[src/inc/fpk_pkg.sv]
`default_nettype none
package fpk_pkg;
  // register offsets (byte addresses, one aligned word each)
  localparam logic [7:0] OFS_KEY = 8'h00;
  localparam logic [7:0] OFS_ADDR = 8'h04;
  localparam logic [7:0] OFS_DATA = 8'h08;
  localparam logic [7:0] OFS_SRC = 8'h0C;
  localparam logic [7:0] OFS_STAT = 8'h10;
  // status register fields
  localparam int STAT_UNLOCKED_BIT = 0;
  localparam int STAT_KEY_STAGE_BIT = 1;
  // unlock key pair, written in this order (values arbitrary)
  localparam logic [31:0] KEY_FIRST = 32'hA5A5_0F0F;
  localparam logic [31:0] KEY_SECOND = 32'h5A5A_F0F0;
  // operation_select encodings
  localparam logic [3:0] OP_NONE = 4'h0;
  localparam logic [3:0] OP_WORD_PROG = 4'h1;
  localparam logic [3:0] OP_ROW_PROG = 4'h3;
  localparam logic [3:0] OP_PAGE_ERASE = 4'h4;
  localparam logic [3:0] OP_ARRAY_ERASE = 4'h5;
  // alignment masks of the target address per operation
  localparam logic [31:0] WORD_MASK = 32'hFFFF_FFFC;
  localparam logic [31:0] ROW_MASK = 32'hFFFF_FE00;
  localparam logic [31:0] PAGE_MASK = 32'hFFFF_F000;
  // reset values
  localparam logic [31:0] RST_WORD = 32'h0000_0000;
endpackage
`default_nettype wire

[src/verilog/fpk_regs.sv]
// Behaviour
// - The unlock key register is write-only and every read of it returns zero.
// - Software writes the unlock key as part of an unlock sequence that the device needs before it will start an operation.
// - For a whole-array erase the target address register is ignored and no address is passed on.
// - For a page erase the target address selects the single page to erase.
// - For a row program the target address selects the row to program.
// - For a word program the target address selects the single word to write.
// - The program data register is a 32-bit read/write word holding the data to program.
// - The program data register is cleared only by power-on reset, never by the system reset.
// - For row programming the data is fetched from the address in the row source address register.
`timescale 1ns/10ps
`default_nettype none
module fpk_regs (
  // clock and resets
  input wire logic clk_in,
  input wire logic nrst_in,
  input wire logic por_nrst_in,
  // register port
  input wire logic [7:0] addr_in,
  input wire logic [31:0] wdata_in,
  input wire logic wr_in,
  input wire logic rd_in,
  output logic [31:0] rdata_out,
  // control register side
  input wire logic [3:0] op_sel_in,
  input wire logic start_req_in,
  // flash array side
  output logic op_go_out,
  output logic [3:0] op_code_out,
  output logic [31:0] op_addr_out,
  output logic [31:0] op_data_out,
  output logic [31:0] op_src_out,
  output logic unlocked_out
);

  typedef struct packed {
    logic key_stage;
    logic unlocked;
    logic [31:0] tgt_addr;
    logic [31:0] src_addr;
    logic [31:0] rdata;
    logic go;
    logic [3:0] op;
    logic [31:0] op_addr;
    logic [31:0] op_data;
    logic [31:0] op_src;
  } fpk_state_type;

  typedef struct packed {
    logic [31:0] data;
  } fpk_por_type;

  fpk_state_type st_r;
  fpk_state_type st_nxt;
  fpk_por_type por_r;
  fpk_por_type por_nxt;

  logic known_op;
  logic start_ok;
  logic key_done;
  logic [31:0] masked_addr;

  always_comb begin
    known_op = (op_sel_in == fpk_pkg::OP_WORD_PROG) || (op_sel_in == fpk_pkg::OP_ROW_PROG) ||
               (op_sel_in == fpk_pkg::OP_PAGE_ERASE) || (op_sel_in == fpk_pkg::OP_ARRAY_ERASE);
    start_ok = start_req_in && st_r.unlocked && known_op;
    key_done = wr_in && (addr_in == fpk_pkg::OFS_KEY) && st_r.key_stage && (wdata_in == fpk_pkg::KEY_SECOND);
    unique case (op_sel_in)
      fpk_pkg::OP_WORD_PROG: masked_addr = st_r.tgt_addr & fpk_pkg::WORD_MASK;
      fpk_pkg::OP_ROW_PROG: masked_addr = st_r.tgt_addr & fpk_pkg::ROW_MASK;
      fpk_pkg::OP_PAGE_ERASE: masked_addr = st_r.tgt_addr & fpk_pkg::PAGE_MASK;
      default: masked_addr = fpk_pkg::RST_WORD;
    endcase
  end

  always_comb begin
    st_nxt = st_r;
    por_nxt = por_r;
    st_nxt.go = 1'b0;
    st_nxt.rdata = fpk_pkg::RST_WORD;
    // unlock: two key words back to back among register writes
    if (wr_in) begin
      if (addr_in == fpk_pkg::OFS_KEY) begin
        if (key_done) begin
          st_nxt.unlocked = 1'b1;
          st_nxt.key_stage = 1'b0;
        end else begin
          st_nxt.key_stage = (wdata_in == fpk_pkg::KEY_FIRST);
        end
      end else begin
        st_nxt.key_stage = 1'b0;
      end
      if (addr_in == fpk_pkg::OFS_ADDR) begin
        st_nxt.tgt_addr = wdata_in;
      end
      if (addr_in == fpk_pkg::OFS_SRC) begin
        st_nxt.src_addr = wdata_in;
      end
      if (addr_in == fpk_pkg::OFS_DATA) begin
        por_nxt.data = wdata_in;
      end
    end
    if (rd_in) begin
      unique case (addr_in)
        fpk_pkg::OFS_KEY: st_nxt.rdata = fpk_pkg::RST_WORD;
        fpk_pkg::OFS_ADDR: st_nxt.rdata = st_r.tgt_addr;
        fpk_pkg::OFS_DATA: st_nxt.rdata = por_r.data;
        fpk_pkg::OFS_SRC: st_nxt.rdata = st_r.src_addr;
        fpk_pkg::OFS_STAT: begin
          st_nxt.rdata[fpk_pkg::STAT_UNLOCKED_BIT] = st_r.unlocked;
          st_nxt.rdata[fpk_pkg::STAT_KEY_STAGE_BIT] = st_r.key_stage;
        end
        default: st_nxt.rdata = fpk_pkg::RST_WORD;
      endcase
    end
    // a start consumes the unlock, but a key pair completing in the same cycle wins
    if (start_ok) begin
      st_nxt.go = 1'b1;
      st_nxt.unlocked = key_done;
      st_nxt.op = op_sel_in;
      st_nxt.op_addr = masked_addr;
      st_nxt.op_data = (op_sel_in == fpk_pkg::OP_WORD_PROG) ? por_r.data : fpk_pkg::RST_WORD;
      st_nxt.op_src = (op_sel_in == fpk_pkg::OP_ROW_PROG) ? st_r.src_addr : fpk_pkg::RST_WORD;
    end
  end

  always_ff @(posedge clk_in or negedge nrst_in) begin
    if (!nrst_in) begin
      st_r <= '0;
    end else begin
      st_r <= st_nxt;
    end
  end

  // data word survives every reset except power-on
  always_ff @(posedge clk_in or negedge por_nrst_in) begin
    if (!por_nrst_in) begin
      por_r <= '0;
    end else begin
      por_r <= por_nxt;
    end
  end

  assign rdata_out = st_r.rdata;
  assign op_go_out = st_r.go;
  assign op_code_out = st_r.op;
  assign op_addr_out = st_r.op_addr;
  assign op_data_out = st_r.op_data;
  assign op_src_out = st_r.op_src;
  assign unlocked_out = st_r.unlocked;
endmodule // fpk_regs
`default_nettype wire

[config.mk]
export PLATFORM = sky130hd
export DESIGN_NAME = fpk_regs
export DESIGN_NICKNAME = d
export VERILOG_FILES = /design/src/inc/fpk_pkg.sv /design/src/verilog/fpk_regs.sv
export SDC_FILE = /design/constraint.sdc
export NUM_CORES = 1
export LEC_CHECK = 0
export BUFFER_PORTS_ARGS = -buffer_cell sky130_fd_sc_hd__buf_2
export CAP_MARGIN = 10
export CORE_MARGIN = 2
export CORE_UTILIZATION = 51
export CTS_CLUSTER_DIAMETER = 120
export DETAILED_ROUTE_END_ITERATION = 7
export PLACE_DENSITY_LB_ADDON = 0.3
export SYNTH_ARGS = -nofsm -noshare
export SYNTH_HDL_FRONTEND = slang
export SYNTH_SLANG_ARGS = --single-unit
export TNS_END_PERCENT = 20
[constraint.sdc]
create_clock -name clk_in -period 1.5 [get_ports clk_in]
set_input_delay 0.3 -clock clk_in [delete_from_list [all_inputs] [get_ports clk_in]]
set_output_delay 0.3 -clock clk_in [all_outputs]
set_load 0.03 [all_outputs]
=== After elaboration in Yosys (flattened, before gate mapping) ===
Cells that the tools add are included.

* Equal/unequal tests: 10
* Reductions and logical operators: 16
* Multiplexer cells: 15

{| class="wikitable"
|+ Operators with widths
! kind !! number
|-
| $mux W32 || 5
|-
| $mux W101 || 1
|-
| $pmux W32 S3 || 1
|-
| $pmux W30 S3 || 1
|-
| $mux W65 || 1
|-
| $eq A32 B31 Y1 const B || 1
|-
| $eq A32 B32 Y1 const B || 1
|-
| $eq A8 B4 Y1 const B || 2
|-
| $eq A4 B3 Y1 const B || 2
|-
| $eq A8 B3 Y1 const B || 1
|-
| $eq A8 B5 Y1 const B || 1
|-
| $logic_not A8 Y1 || 1
|-
| $pmux W2 S4 || 1
|-
| $reduce_and A2 Y1 || 3
|-
| $reduce_bool A2 Y1 || 3
|-
| $logic_and A1 B1 Y1 || 5
|-
| $mux W1 || 5
|-
| $eq A4 B1 Y1 const B || 1
|-
| $eq A4 B2 Y1 const B || 1
|-
| $logic_or A1 B1 Y1 || 3
|-
| $reduce_and A3 Y1 || 1
|}

* Register bits: 231
* Word-level logic and storage cells: 52
* Bits of input ports: 50
* Output and inout port bits: 134

=== Longest topological paths before layout ===
Gate-level depths: netlist (run 1).

* Word-level depth: 8
* Gate-level depth with buffers: 8

=== Worst setup path after synthesis (run 1) ===
No wires, ideal clock.

* Path kind: input to register
* Start: input addr_in[5]
* End: register por_r[11] (netlist bit)
* Arrival time: 1.624 ns
* Data required time: 1.375 ns
* Setup slack: -0.249 ns
* Stages: 5
* Cells stage by stage: nor4_4 > nand3_1 > nor4_4 > buf_4 > mux2_2

* Cells in the longest elaborated chain, start to end: 2

{| class="wikitable"
|+ RTL lines
! element !! RTL line !! text
|-
| start, declared || fpk_regs.sv:19 || <nowiki>input wire logic [7:0] addr_in,</nowiki>
|-
| $eq A8 B4 Y1 || fpk_regs.sv:99 || <nowiki>if (addr_in == fpk_pkg::OFS_DATA) begin</nowiki>
|-
| $reduce_and A2 Y1 (no line) || - ||
|-
| end signal, assigned || fpk_regs.sv:140 || <nowiki>por_r <= por_nxt;</nowiki>
|-
| end, declared || fpk_regs.sv:55 || <nowiki>fpk_por_type por_r;</nowiki>
|}

No other way between the ends.
A chain may end at the register's enable or synchronous reset.

=== Worst setup path in the final report (run 1) ===
* Start: register st_r (netlist bit unlocked_out)
* End: output unlocked_out

{| class="wikitable"
|+ RTL lines
! element !! RTL line !! text
|-
| start, declared || fpk_regs.sv:53 || <nowiki>fpk_state_type st_r;</nowiki>
|-
| start signal, assigned || fpk_regs.sv:131 || <nowiki>st_r <= st_nxt;</nowiki>
|-
| end, declared || fpk_regs.sv:33 || <nowiki>output logic unlocked_out</nowiki>
|}

No word-level cell between the ends.

==> summary.md, run 1 <==
| Metric | Value |
|---|---|
| Synthesized area per cell | `11.98 sq um` |
| Fin crit period | `1476 ps` |
| Rows | `about 50` |
| Final setup violation count | `0` |
| Sw Share | `21.70%` |
| Max-slew headroom | `66.52%` |
| Gr ovfl total | `0` |
| Top Ports | `184` |
| Fmax | `677.6 MHz` |
| Initial antenna violation count | `1` |
| Max-cap violations | `0` |
| Vias in the first global route | `6,837` |
| Synth top area share | `between 50% and 60%` |
| Critical R2R Launch | `unlocked_out` |
| CP arrival | `about 1200 ps` |
| Hold violation count in the final report | `0` |
| Synth top area cells | `dfrtp_1, buf_4, mux2_2` |
| Clk sinks | `roughly 230` |
| Post-Layout Cell Count | `about 1,200` |
| First-pass DRT Iterations | `4` |
| Status | `completed` |
| Crit path from | `unlocked_out` |
| First-pass GRT wire length | `39,070 um` |
| Maximum vdd drop | `0.0006348 V` |
| Post-synth EDFFs | `0` |
| Crit end category | `output pin` |
| Final Skew | `6.122 ps` |
| Seq cells post-synth | `between 200 and 250` |
| Setup bufs post-CTS | `0` |
| Netlist Area Pre-Place | `10,200 sq um` |
| Share of power burned in registers | `49.7%` |
| Post-DP HPWL | `16,500 um` |
| # H-tree levels | `1` |
| Required time worst endpoint | `between 1000 and 1500 ps` |
| Pins over their slew limit | `0` |
| Root cell of the clock tree | `clkbuf_16` |
| Ys Warns | `0` |
| Int Power | `approximately 10 mW` |
| Port bufs | `181` |
| DIE HEIGHT | `around 150 um` |
| Flop-to-flop setup slack | `60 ps` |
| Drt wl/cell | `19.95 um` |
| Post-synth top cells | `dfrtp_1, buf_4, nand2_1` |
| CTS tree | `built` |
| Dpl cells | `between 1,000 and 1,500` |
| DRC | `0` |
| Iter 0 DRT Violations | `362` |
| Max FO, Critical Path | `3` |
| CTS Buffer Depth | `3` |
| Worst setup path category | `flop to output pin` |
| Layout area overhead | `15.40%` |
| Post-synth top flop | `dfrtp_1` |
| Psw | `about 2.8 mW` |
| Worst r2r path cells | `5` |
| Die width | `approximately 150 um` |
| Routability Congestion | `between 0.7 and 0.8` |
| Total core area | `just under 20,000 sq um` |
| Combinational share of power | `5.4%` |
| Pwr dens | `1095 nW/um^2` |
| Drt total wl | `24,280 um` |
| Setup TNS | `0 ps` |
| Seq/Total Area, Yosys | `between 50% and 60%` |
| Unrepaired setup endpoints after global routing | `yes` |
| Initial Utilization | `52.26%` |
| Clk slew on worst S/H paths | `60 ps` |
| CTS Buf Count | `23` |
| Die area | `21,160 sq um` |
| Crit Reg-Reg Endpoint | `op_addr_out[27]` |
| Critical Path Sink | `unlocked_out` |
| Most frequent cell after synthesis | `dfrtp_1` |
| Async set-or-reset flop fraction in the synthesized netlist | `100.0%` |
| CP startpoint kind | `flop` |
| Share of layout cells above drive strength 1 | `39.96%` |
| Tcrit/Tclk final | `between 90 and 100%` |
| Via/cell ratio | `5.468` |
| Cell taking the most area after synthesis | `dfrtp_1` |
| Slew @ Worst Pin | `roughly 500 ps` |
| Nets | `just under 1,000` |
| Fin util | `around three fifths` |
| Tot GR Track Use | `23.16%` |
| Syn Inst Count | `852` |
| Clock group share of total power | `44.9%` |
| Unique masters post-synth | `39` |
| Post-route antenna net violation count | `0` |
| Hold Path Class | `input pin to flop` |
| Largest net degree at the start of global routing | `50` |
| Total Power | `12.89 mW` |
| Vias | `6,655` |
| Later-pin clock latency in the skew report | `500 ps` |
| Leakage Power | `between 5 and 6 nW` |
## cell type report
type | count | area, sq um
inverters | 2 | 7.507
fillers | 1636 | 7750
flip-flops and latches | 229 | 5732
multi-input cells | 439 | 3333
clock inverters | 7 | 85.08
well taps | 265 | 331.6
repair buffers | 240 | 1598
diodes | 1 | 2.502
clock buffers | 34 | 686.9
## sequential cells by signal, summed over array words and instances (netlist names)
name	count
st_r	65
op_data_out	32
op_src_out	32
por_r	32
rdata_out	32
op_addr_out	30
op_code_out	4
op_go_out	1
unlocked_out	1
## worst min-delay path by stage
stage                      start         endpoint  slack (ps)  depth (start not counted)
floorplan                nrst_in  op_addr_out[10]           4                          0
global placement         nrst_in        st_r[176]         250                          1
detailed placement       nrst_in   op_src_out[14]         250                          1
CTS                 wdata_in[30]        st_r[195]          70                          2
global route        wdata_in[30]        st_r[195]          90                          2
finish              wdata_in[30]        st_r[195]          90                          2
## critical path, stage by stage, from the launching register on
cell and delay, ps:
dfrtp_2 420, buf_6 130, buf_6 130
## cell families after synthesis
kind of cell | Yosys count | share of synthesized area, %
muxes | 101 | 11.12
DFF | 229 | 56.16
xor gates and xnor gates | 1 | 0.08584
other | 1 | 0.03675
and+or+nand+nor | 173 | 8.889
AOI/OAI and AO/OA | 162 | 11.71
buffers and inverters | 185 | 12.00
## repair_timing
item	4_1_cts	5_1_grt
pin swaps	0	1
hold buffers	2	0
setup endpoints to repair	18	10
gates cloned	0	1
gates resized for setup	4	1
hold endpoints to repair	48	0
## cell usage in the layout, fill, tap and decap left out, types with 2 or more instances in the layout
master,instances
nor2b_1,3
clkbuf_8,8
buf_12,15
buf_6,2
mux2i_1,2
and4b_1,2
a22oi_1,11
nand2_1,98
a22o_1,89
nand4_1,5
nor4bb_1,7
buf_4,39
dlygate4sd3_1,2
mux2_2,84
nor4_4,2
mux2_1,8
dfrtp_1,228
nand3b_1,21
buf_2,179
o32a_1,2
nor2_1,14
mux2_4,7
conb_1,2
clkinv_2,5
nor2_4,2
o21ai_0,35
clkbuf_1,4
inv_1,2
nand4b_1,2
bufinv_16,2
nor4_1,3
nor4b_1,2
clkbuf_16,24
a21oi_1,21
## power groups by stage
stage | sequential [mW] | clock, mW | combinational (mW)
floorplan | 6.48 | 0 | 0.263
global placement | 6.52 | 0 | 0.683
detailed placement | 6.52 | 0 | 0.694
CTS | 6.41 | 5.91 | 0.701
global route | 6.42 | 6.20 | 0.761
finish | 6.41 | 5.79 | 0.690
## routing by layer
metal,global-route usage [%],vias to the layer above,wire (um)
li1,-,3051,-
met3,3.887,24,1300
met1,34.99,3376,11400
met2,35.19,204,11190
met4,5.686,0,383
met5,0,-,0
## per-stage QoR
stage | area (sq um) | worst slack, ps | hold slack (ps)
4_1_cts | 11740 | 2.243 | 68.38
3_3_place_gp | 10930 | -318.3 | 249.9
3_5_place_dp | 10930 | -380.2 | 250.4
5_1_grt | 11780 | -17.57 | 89.48
2_1_floorplan | 10290 | -237.2 | 4.409
6_report | 11780 | 24.28 | 86.49
Power figures use the tool's default switching activity.
==> inputs of run 2 (changes only) <==
- CORE_MARGIN: 2 -> 5
==> summary.md, run 2 (synthesis results as in run 1) <==
| Metric | Value |
|---|---|
| Top Ports | `184` |
| Critical R2R Launch | `unlocked_out` |
| CP arrival | `1210 ps` |
| Total Power | `12.56 mW` |
| Unrepaired setup endpoints after global routing | `yes` |
| Number of diodes | `0` |
| Tcrit/Tclk final | `101.0%` |
| Drt wl/cell | `20.66 um` |
| Pins over their slew limit | `0` |
| Fin util | `60.34%` |
| Pwr dens | `1062 nW/um^2` |
| First-pass GRT wire length | `39,140 um` |
| Clock group share of total power | `43.3%` |
| Root cell of the clock tree | `clkbuf_16` |
| CTS Buf Count | `23` |
| Rows | `51` |
| Via/cell ratio | `around 5.5` |
| Setup TNS | `-14.42 ps` |
| Initial antenna violation count | `0` |
| Max incr delay on CP | `roughly 450 ps` |
| Layout area overhead | `15.84%` |
| Fmax | `660.3 MHz` |
| Crit end category | `output pin` |
| Hold Path Sink | `op_code_out[2]` |
| Failing checks | `setup timing` |
| Nets | `about 1,000` |
| Clk sinks | `around 230` |
| Gr ovfl total | `0` |
| Crit path cell chain | `buf_6, buf_6` |
| Critical Path Most Common Cell | `buf_6` |
| Initial Utilization | `52.09%` |
| Die width | `~150 um` |
| Setup slack at placement | `-410.1 ps` |
| Share of power burned in registers | `between 50% and 60%` |
| Max FO, Critical Path | `2` |
| Fillers | `1,620` |
| Commonest non-fill, non-tap cells in the layout | `dfrtp_1, buf_2, nand2_1` |
| Dpl cells | `1,184` |
| Hold violation count in the final report | `0` |
| Status | `complete, but fails checks` |
| CP top delay family | `flip-flops` |
| Max-cap violations | `0` |
| Min-Delay Path Depth | `2` |
| DRC | `0` |
| First-pass DRT Iterations | `5` |
| Total core area | `just under 20,000 sq um` |
| Commonest non-fill, non-tap cell in the layout | `dfrtp_1` |
| Required time worst endpoint | `1200 ps` |
| Hold Path Class | `input pin to flop` |
| CP startpoint kind | `flop` |
| CTS tree | `built` |
| Maximum vdd drop | `0.0006552 V` |
| Int Power | `9.791 mW` |
| Final Skew | `5.250 ps` |
| Crit-path slowest cell | `dfrtp_2` |
| Port bufs | `181` |
| Psw | `roughly 2.8 mW` |
| Worst r2r path cells | `6` |
| Worst setup margin | `-14.42 ps` |
| Sw Share | `22.02%` |
| Post-route antenna net violation count | `0` |
| Post-Layout Cell Count | `1,227` |
| Largest Register | `st_r` |
| Post-DP HPWL | `about 17,000 um` |
| DIE HEIGHT | `151.5 um` |
| Fin crit period | `1514 ps` |
| Vias in the first global route | `6,864` |
| CTS Buffer Depth | `3` |
| Vias | `6,798` |
| Combinational share of power | `5.7%` |
| Final setup violation count | `1` |
| Iter 0 DRT Violations | `344` |
| Tot GR Track Use | `21.80%` |
| Flop-to-flop setup slack | `40 ps` |
| Flip-flop count of the largest register after layout | `65` |
| Share of layout cells above drive strength 1 | `40.33%` |
| Crit Reg-Reg Endpoint | `unlocked_out` |
| Largest net degree at the start of global routing | `71` |
| Later-pin clock latency in the skew report | `500 ps` |
| Drt total wl | `between 20,000 and 30,000 um` |
| Die area | `~23,000 sq um` |
| Routability Congestion | `0.8143` |
| # H-tree levels | `1` |
| Worst setup path category | `flop to output pin` |
| Hold Crit Start | `op_sel_in[2]` |
| Leakage Power | `5.994 nW` |
| Clk slew on worst S/H paths | `roughly 60 ps` |
| CP bufs+invs | `2` |
## run 2: changes by cell type in the layout (fill, tap and decap cells not counted), sizes merged
cell,previous run,this run
clkinv,5,4
buf,236,249
bufinv,2,1
diode,1,0
## run 2: repair_timing
action,4_1_cts,5_1_grt
resized for setup,5,1
hold endpoints to repair,112,0
setup endpoints to repair,6,13
buffers inserted,1,0
hold buffers,2,0
pin swaps,0,1
gates cloned,0,1
## run 2: worst max path at each step
| stage | startpoint | end | cells past startpoint |
|---|---|---|---|
| CTS | unlocked_out | unlocked_out | 2 |
| global placement | addr_in[5] | por_r[21] | 6 |
| floorplan | addr_in[5] | por_r[10] | 5 |
| finish | unlocked_out | unlocked_out | 2 |
| detailed placement | addr_in[5] | por_r[30] | 6 |
| global route | unlocked_out | unlocked_out | 2 |
## run 2: layout make-up
class                      count  area [sq um]  area share, %
tap                          265         331.6          2.805
timing repair buffer         253          1715          14.51
clock buffer                  34         656.9          5.557
clock inverter                 5         50.05         0.4234
multi-input combinational    439          3328          28.15
inverter                       2         7.507        0.06351
sequential                   229          5732          48.49
## run 2: power groups by stage
stage	Sequential, mW	Clock, mW	Combinational [mW]
floorplan	6.48	0	0.263
global placement	6.51	0	0.701
detailed placement	6.52	0	0.711
CTS	6.40	5.55	0.721
global route	6.42	5.80	0.782
finish	6.41	5.44	0.710
## run 2: stage by stage
step                hold WS, ps  cell area [sq um]
finish                    74.90              11820
global route              61.36              11820
CTS                       57.38              11790
detailed placement        207.8              11040
global placement          210.5              11040
floorplan                 4.409              10290
## run 2: layer usage
layer  global-route usage (%)  part of all wire, %  routed length, um
met5                        0                    0                  0
met4                    4.896                  1.6                411
met3                    3.510                  6.8               1725
met2                    34.03                   46              11720
met1                    32.37                   45              11490
